===== config.mk =====
export PLATFORM = sky130hd
export DESIGN_NAME = flag_arith_opcode_decode
export DESIGN_NICKNAME = d
export VERILOG_FILES = /design/src/hdl/decode_pkg.sv /design/src/hdl/clock_count_lookup.sv /design/src/hdl/flag_arith_opcode_decode.sv
export VERILOG_INCLUDE_DIRS = /design/src /design/src/hdl
export SDC_FILE = /design/constraint.sdc
export NUM_CORES = 1
export LEC_CHECK = 0
export BUFFER_PORTS_ARGS = -buffer_cell sky130_fd_sc_hd__buf_2
export CORE_MARGIN = 2
export CORE_UTILIZATION = 40
export CTS_CLUSTER_DIAMETER = 40
export DETAILED_ROUTE_END_ITERATION = 8
export GPL_TIMING_DRIVEN = 1
export PLACE_DENSITY_LB_ADDON = 0.1
export SLEW_MARGIN = 20
export SYNTH_ARGS = -nofsm -noshare
export SYNTH_HDL_FRONTEND = slang
export SYNTH_HIERARCHICAL = 1
export SYNTH_SLANG_ARGS = --single-unit

===== constraint.sdc =====
create_clock -name ref_clk -period 3.05 [get_ports ref_clk]
set_input_delay 0.1525 -clock ref_clk [delete_from_list [all_inputs] [get_ports ref_clk]]
set_output_delay 0.1525 -clock ref_clk [all_outputs]
set_load 0.005 [all_outputs]

===== src/hdl/decode_defs.svh =====
`ifndef DECODE_DEFS_SVH
`define DECODE_DEFS_SVH

`define OPC_CARRY_INV 8'hf5
`define OPC_FLAGS_OUT 8'h9f
`define OPC_FLAGS_POP 8'h9d
`define OPC_FLAGS_PUSH 8'h9c
`define OPC_FLAGS_IN 8'h9e
`define OPC_CARRY_SET 8'hf9
`define OPC_DIR_SET 8'hfd
`define OPC_INT_SET 8'hfb
// top-bit masks for opcode families
`define MASK_HI6 8'hfc
`define MASK_HI7 8'hfe
`define MASK_HI5 8'hf8
`define PAT_IMM_GRP 8'h80
`define PAT_ADD_ACC 8'h04
`define PAT_ADC_RR 8'h10
`define PAT_ADC_ACC 8'h14
`define PAT_INC_GRP 8'hfe
`define PAT_INC_SHORT 8'h40
`define PAT_SUB_RR 8'h28
`define REG_ADD 3'h0
`define REG_ADC 3'h2
`define REG_INC 3'h0
`define MOD_REG 2'h3
`define BIT_W 0
`define BIT_D 1
`define MODRM_MOD_HI 7
`define MODRM_MOD_LO 6
`define MODRM_REG_HI 5
`define MODRM_REG_LO 3
`define SHORT_REG_HI 2
`define SHORT_REG_LO 0

`define CLK_2 4'h2
`define CLK_3 4'h3
`define CLK_4 4'h4
`define CLK_5 4'h5
`define CLK_6 4'h6
`define CLK_7 4'h7
`define CLK_8 4'h8
`define CLK_NONE 4'h0

`endif


===== src/hdl/decode_pkg.sv =====
package decode_pkg;
  typedef enum logic [4:0] {
    OP_NONE, OP_CARRY_INV, OP_FLAGS_OUT, OP_FLAGS_POP, OP_FLAGS_PUSH,
    OP_FLAGS_IN, OP_CARRY_SET, OP_DIR_SET, OP_INT_SET, OP_ADD_IMM,
    OP_ADD_ACC, OP_ADC_RR, OP_ADC_IMM, OP_ADC_ACC, OP_INC_RM,
    OP_INC_SHORT, OP_SUB_RR
  } op_type;

  typedef struct packed {
    logic [7:0] opcode;
    logic [7:0] modrm;
  } fetch_type;

  typedef struct packed {
    op_type op;
    logic known;
    logic wide;
    logic dir_to_reg;
    logic sign_ext;
    logic mem_operand;
    logic no_count;
    logic [2:0] short_reg;
    logic [3:0] clocks;
  } decode_type;
endpackage : decode_pkg


===== src/hdl/clock_count_lookup.sv =====
`timescale 1ns/1ps
`default_nettype none
`include "decode_defs.svh"
module clock_count_lookup
  import decode_pkg::*;
(
  input wire decode_pkg::op_type op, // decoded operation
  input wire logic mem_operand, // operand in memory
  output logic [3:0] clocks, // execution clocks
  output logic no_count // count not defined
);
  always_comb
  begin
    no_count = 1'b0;
    unique case (op)
      OP_CARRY_INV: clocks = `CLK_2;
      OP_FLAGS_OUT: clocks = `CLK_2;
      OP_FLAGS_POP: clocks = `CLK_5;
      OP_FLAGS_PUSH: clocks = `CLK_4;
      OP_FLAGS_IN: clocks = `CLK_3;
      OP_CARRY_SET: clocks = `CLK_2;
      OP_DIR_SET:
      begin
        clocks = `CLK_NONE;
        no_count = 1'b1;
      end
      OP_INT_SET: clocks = `CLK_8;
      OP_ADD_IMM: clocks = mem_operand ? `CLK_7 : `CLK_2;
      OP_ADD_ACC: clocks = `CLK_2;
      OP_ADC_RR:
        clocks = mem_operand ? `CLK_6 : `CLK_2;
      OP_ADC_IMM: clocks = mem_operand ? `CLK_7 : `CLK_2;
      OP_ADC_ACC: clocks = `CLK_2;
      OP_INC_RM: clocks = mem_operand ? `CLK_6 : `CLK_2;
      OP_INC_SHORT: clocks = `CLK_2;
      OP_SUB_RR: clocks = `CLK_2;
      default: clocks = `CLK_NONE;
    endcase
  end
endmodule : clock_count_lookup
`default_nettype wire


===== src/hdl/flag_arith_opcode_decode.sv =====
`timescale 1ns/1ps
`default_nettype none
`include "decode_defs.svh"
module flag_arith_opcode_decode
  import decode_pkg::*;
(
  input wire logic ref_clk, // core clock
  input wire logic sys_rst, // sync reset, high
  input wire logic clk_en, // freezes state when low
  input wire logic in_valid, // fetch presents a byte pair
  input wire decode_pkg::fetch_type in_fetch, // opcode and modrm
  output logic out_valid, // decode result valid
  output decode_pkg::decode_type out_dec // registered decode
);
  import decode_pkg::*;

  // ==========================================================
  // field extraction
  // the modrm byte is split here once so every family below reads
  // the same named fields
  logic [7:0] opc;
  logic [1:0] mod_f;
  logic [2:0] reg_f;
  logic mem_f;
  logic width_f;
  logic dir_f;
  logic [2:0] short_f;

  assign opc = in_fetch.opcode;
  assign mod_f = in_fetch.modrm[`MODRM_MOD_HI:`MODRM_MOD_LO];
  assign reg_f = in_fetch.modrm[`MODRM_REG_HI:`MODRM_REG_LO];
  // forms without a modrm byte never look at mem_f, so whatever the
  // fetch leaves in the second byte for them is harmless
  assign mem_f = (mod_f != `MOD_REG);
  assign width_f = opc[`BIT_W];
  assign dir_f = opc[`BIT_D];
  assign short_f = opc[`SHORT_REG_HI:`SHORT_REG_LO];

  // ==========================================================
  // exact single-byte flag opcodes
  // each of these owns its whole byte, no modrm is consulted
  logic hit_carry_inv;
  logic hit_flags_out;
  logic hit_flags_pop;
  logic hit_flags_push;
  logic hit_flags_in;
  logic hit_carry_set;
  logic hit_dir_set;
  logic hit_int_set;

  assign hit_carry_inv = (opc == `OPC_CARRY_INV);
  assign hit_flags_out = (opc == `OPC_FLAGS_OUT);
  assign hit_flags_pop = (opc == `OPC_FLAGS_POP);
  assign hit_flags_push = (opc == `OPC_FLAGS_PUSH);
  assign hit_flags_in = (opc == `OPC_FLAGS_IN);
  assign hit_carry_set = (opc == `OPC_CARRY_SET);
  assign hit_dir_set = (opc == `OPC_DIR_SET);
  assign hit_int_set = (opc == `OPC_INT_SET);

  // ==========================================================
  // opcode families, matched on their fixed upper bits
  // the immediate and increment groups share a first byte with other
  // operations, so they also need the reg field of the modrm byte;
  // the plain register add forms are deliberately left undecoded
  logic fam_imm;
  logic fam_add_acc;
  logic fam_adc_rr;
  logic fam_adc_acc;
  logic fam_inc_rm;
  logic fam_inc_short;
  logic fam_sub_rr;

  assign fam_imm = ((opc & `MASK_HI6) == `PAT_IMM_GRP);
  assign fam_add_acc = ((opc & `MASK_HI7) == `PAT_ADD_ACC);
  assign fam_adc_rr = ((opc & `MASK_HI6) == `PAT_ADC_RR);
  assign fam_adc_acc = ((opc & `MASK_HI7) == `PAT_ADC_ACC);
  assign fam_inc_rm = ((opc & `MASK_HI7) == `PAT_INC_GRP);
  assign fam_inc_short = ((opc & `MASK_HI5) == `PAT_INC_SHORT);
  assign fam_sub_rr = ((opc & `MASK_HI6) == `PAT_SUB_RR);

  // ==========================================================
  // operation select
  // exact opcodes go first; no later family pattern can match a byte
  // that an exact match owns, so the chain order never decides between them
  op_type op_nxt;
  logic mem_nxt;
  logic sext_nxt;

  always_comb
  begin
    op_nxt = OP_NONE;
    mem_nxt = 1'b0;
    sext_nxt = 1'b0;
    if (hit_carry_inv)
      op_nxt = OP_CARRY_INV;
    else if (hit_flags_out)
      op_nxt = OP_FLAGS_OUT;
    else if (hit_flags_pop)
      op_nxt = OP_FLAGS_POP;
    else if (hit_flags_push)
      op_nxt = OP_FLAGS_PUSH;
    else if (hit_flags_in)
      op_nxt = OP_FLAGS_IN;
    else if (hit_carry_set)
      op_nxt = OP_CARRY_SET;
    else if (hit_dir_set)
      op_nxt = OP_DIR_SET;
    else if (hit_int_set)
      op_nxt = OP_INT_SET;
    else if (fam_imm && reg_f == `REG_ADD)
    begin
      op_nxt = OP_ADD_IMM;
      mem_nxt = mem_f;
      sext_nxt = dir_f;
    end
    else if (fam_imm && reg_f == `REG_ADC)
    begin
      op_nxt = OP_ADC_IMM;
      mem_nxt = mem_f;
      sext_nxt = dir_f;
    end
    else if (fam_add_acc)
      op_nxt = OP_ADD_ACC;
    else if (fam_adc_rr)
    begin
      op_nxt = OP_ADC_RR;
      mem_nxt = mem_f;
    end
    else if (fam_adc_acc)
      op_nxt = OP_ADC_ACC;
    else if (fam_inc_rm && reg_f == `REG_INC)
    begin
      op_nxt = OP_INC_RM;
      mem_nxt = mem_f;
    end
    else if (fam_inc_short)
      op_nxt = OP_INC_SHORT;
    else if (fam_sub_rr)
    begin
      op_nxt = OP_SUB_RR;
      mem_nxt = mem_f;
    end
  end

  // ==========================================================
  // clock count
  // the lookup knows one count per operation and operand kind; the
  // register add-carry memory forms then split on the direction bit
  logic [3:0] lk_clocks;
  logic lk_none;
  logic [3:0] clk_nxt;

  clock_count_lookup u_lookup (
    .op(op_nxt),
    .mem_operand(mem_nxt),
    .clocks(lk_clocks),
    .no_count(lk_none)
  );

  always_comb
  begin
    clk_nxt = lk_clocks;
    // to-memory form (direction bit clear) takes longer than from-memory
    if (op_nxt == OP_ADC_RR && mem_nxt && !dir_f)
      clk_nxt = `CLK_7;
    // a memory operand on the register subtract is outside this block,
    // so clocks reads CLK_NONE rather than a guessed count; no_count stays clear
    if (op_nxt == OP_SUB_RR && mem_nxt)
      clk_nxt = `CLK_NONE;
  end

  // ==========================================================
  // result assembly
  // wide and dir_to_reg are the raw low opcode bits for every form;
  // the consumer decides whether a form gives them a meaning
  decode_type dec_nxt;

  always_comb
  begin
    dec_nxt = '0;
    dec_nxt.op = op_nxt;
    dec_nxt.known = (op_nxt != OP_NONE);
    dec_nxt.wide = width_f;
    dec_nxt.dir_to_reg = dir_f;
    dec_nxt.sign_ext = sext_nxt;
    dec_nxt.mem_operand = mem_nxt;
    dec_nxt.no_count = lk_none;
    dec_nxt.short_reg = short_f;
    dec_nxt.clocks = clk_nxt;
  end

  // ==========================================================
  // output registers
  // out_valid copies in_valid while clk_en is high and holds while it is low; the decode word is only loaded on
  // a take, so it stays readable until the next one arrives
  // reset is honoured even with clk_en low so a frozen core can still
  // be brought back to a known state
  logic out_valid_r;
  decode_type out_dec_r;

  always_ff @(posedge ref_clk)
  begin
    if (sys_rst)
      out_valid_r <= 1'b0;
    else if (clk_en)
      out_valid_r <= in_valid;
  end

  always_ff @(posedge ref_clk)
  begin
    if (sys_rst)
      out_dec_r <= '0;
    else if (clk_en && in_valid)
      out_dec_r <= dec_nxt;
  end

  assign out_valid = out_valid_r;
  assign out_dec = out_dec_r;
endmodule : flag_arith_opcode_decode
`default_nettype wire


==> reports/qor.yml <==
drc: 0
htree_levels: 1
critical_path_buf_inv_count: 2
tightest_slew_ns: 0.7019
fmax_ghz: 0.4397
period_minus_slack_ns: 2.274
cp_max_fo: 9
relSlewSlack_pct: 52.89
max_cap_violations: 0
comb_power_share_pct: 20.6
synth_cell_types: 52
grt_first_pass_wirelength_um: 5037
hold_viol: 0
die_area_mm2: 0.003430
rows: 19
grt_usage_pct: 18.46
setup.worst_path.end_class: "flop"
cp.required_ns: 3.23
clk_pin_slew_worst_paths_ns: 0.10
cts_resized: 0
path_class: "in2reg"
hpwl_um: 2322
yosysTopAreaCell: "dfxtp_1"
synthCells: 153
critPathTopFamily: "simple AND/OR/NAND/NOR gates"
ant_nets: 0
num_vias: 1220
p_int_mw: 0.3175
fin_crit_sh_pct: 74.56
insertion_delay_ns: 0.28
p_per_area_mw_per_mm2: 328.0
switching_share_pct: 28.57
multi_input_area_um2: 759.5
regArea_um2: 340.3
synth_top_cells_by_area: "dfxtp_1, nand2_1, a21oi_1, nor2_1, nor2b_1"
synth_nets: 173
fillCellCount: 277
ys_top_cells_by_count: "nand2_1, dfxtp_1, nor2_1, a21oi_1, o21ai_0"
grt_overflow: 0
synth_seq_cells: 17
area_growth_pct: 13.76
grt_max_degree: 16
clockPowerShare_pct: 27.0
hold_class: "in2reg"
first_global_vias: 1094
cts_sinks: 17
placed_area_mm2: 0.001329
setup_tns_ns: 0
status: "finished, final reports clean"
final_nets: 203
synth_seq_area_share_pct: 28.57
drtIter0Drc: 45
drive_gt1_share_pct: 26.37
postCtsSetupRepairBufs: 0
synth_top_area_share_pct: 28.57
clock-root-buffer: "clkbuf_4"
cts_tree: "built"
crit_chain: "buf_2 > or3_1 > or4_1 > and3_1 > o22a_2 > inv_1 > nand4b_1 > a31o_2 > a21oi_1 > a221o_1"
die_x_um: 58.57
ir_worst_vdd_mv: 0.4294
die_y_um: 58.57
n_antenna_cell: 0
synthMostInstantiatedCell: "nand2_1"
cts_buffers: 3
final_area_mm2: 0.001355
first_pass_iters: 4
synth_ff_type: "dfxtp_1"
routed_via_density: 5.728
p_leak_nw: 0.5806
fin_skew_ns: 0
coreArea_mm2: 0.002781
ioPinCount: 39
seqPwrFrac_pct: 52.4
critPathArrivalTime_ns: 2.46
synth.avg_cell_area_um2: 7.785
antenna_found_initial: 0
async_flop_share_pct: 0
worstSetupStartpointType: "primary input"
final_max_slew_viol_count: 0
wl_per_cell_um: 14.11
setup_viol: 0
utilization_pct: 48.72
routed_wl_um: 3005
cpMaxStageDelayCell: "or4_1"
cts_hold_buf: 0
portBuffers: 35
gp_congestion: 0.8950
synth_edf_count: 0
cts_buffer_depth: 2
holdWs_ns: 0.1579
rsz0062_at_grt: "no"
initial_core_util_pct: 42.82
slowest_delay_ns: 0.44
netlist_area_mm2: 0.001191
power.switching_mw: 0.1270
yosys_warnings: 6
## layout by cell type, fill, tap and decap left out, types with 4 or more instances in the layout
master / n
dfxtp_1: 17
o21ai_0: 6
and2_1: 4
or3_1: 4
a21oi_1: 13
nand2_1: 20
buf_2: 35
nor2_1: 15
nor2b_1: 5
## cell families (layout without fill, tap and decap cells)
kind of cell / Yosys count / count (layout) / synth area share, %
AND/OR/NAND/NOR: 85 / 85 / 41.18
AO/OA/AOI/OAI: 38 / 38 / 22.59
flip-flops: 17 / 17 / 28.57
buffers and inverters: 13 / 42 / 7.667
## state kept, by name (all words and copies together) (netlist names)
register,count
out_valid,1
out_dec,16
## final cells by class
cell class | instances | area share [%]
Sequential cell | 17 | 25.12
Clock buffer | 4 | 1.939
Inverter | 2 | 0.5540
Multi-Input combinational cell | 123 | 56.05
Tap cell | 31 | 2.862
Timing Repair Buffer | 36 | 13.48
## through the flow
| step | std cells | setup WS, ns | power [mW] |
|---|---|---|---|
| 2_1_floorplan | 153 | 0.7953 | 0.3012 |
| 3_3_place_gp | 209 | 0.5737 | 0.3267 |
| 3_5_place_dp | 209 | 0.4708 | 0.3291 |
| 4_1_cts | 213 | 0.7777 | 0.4466 |
| 5_1_grt | 213 | 0.6827 | 0.4687 |
| 6_report | 213 | 0.7759 | 0.4445 |
## power groups by stage
stage                     clock network (mW)  logic [mW]  registers (mW)
after global routing                   0.132       0.102           0.234
after floorplan                            0      0.0623           0.239
after global placement                     0      0.0889           0.238
final                                  0.120      0.0914           0.233
after CTS                              0.122      0.0911           0.233
after detailed placement                   0      0.0909           0.238
## path summary, 6_finish.rpt
check | from | to | slack (ns) | cells past startpoint
hold / removal | clk_en | out_valid$_SDFFE_PP0P_ | 0.16 | 3
setup / recovery | in_fetch[3] | out_dec[0]$_SDFFE_PP0P_ | 0.78 | 10
hold reg to reg | out_dec[17]$_SDFFE_PP0P_ | out_dec[17]$_SDFFE_PP0P_ | 0.46 | 2
setup reg to reg | out_dec[0]$_SDFFE_PP0P_ | out_dec[0]$_SDFFE_PP0P_ | 2.32 | 1
## metal layers
layer  wire [um]  track usage [%]  vias to the layer above
met5           0                0                        -
met4           0           0.9740                        0
met3         140            3.956                        0
met2        1479            30.98                       25
met1        1385            25.71                      573
li1            -                -                      622
Note: power is estimated with default switching activity, not from simulation.
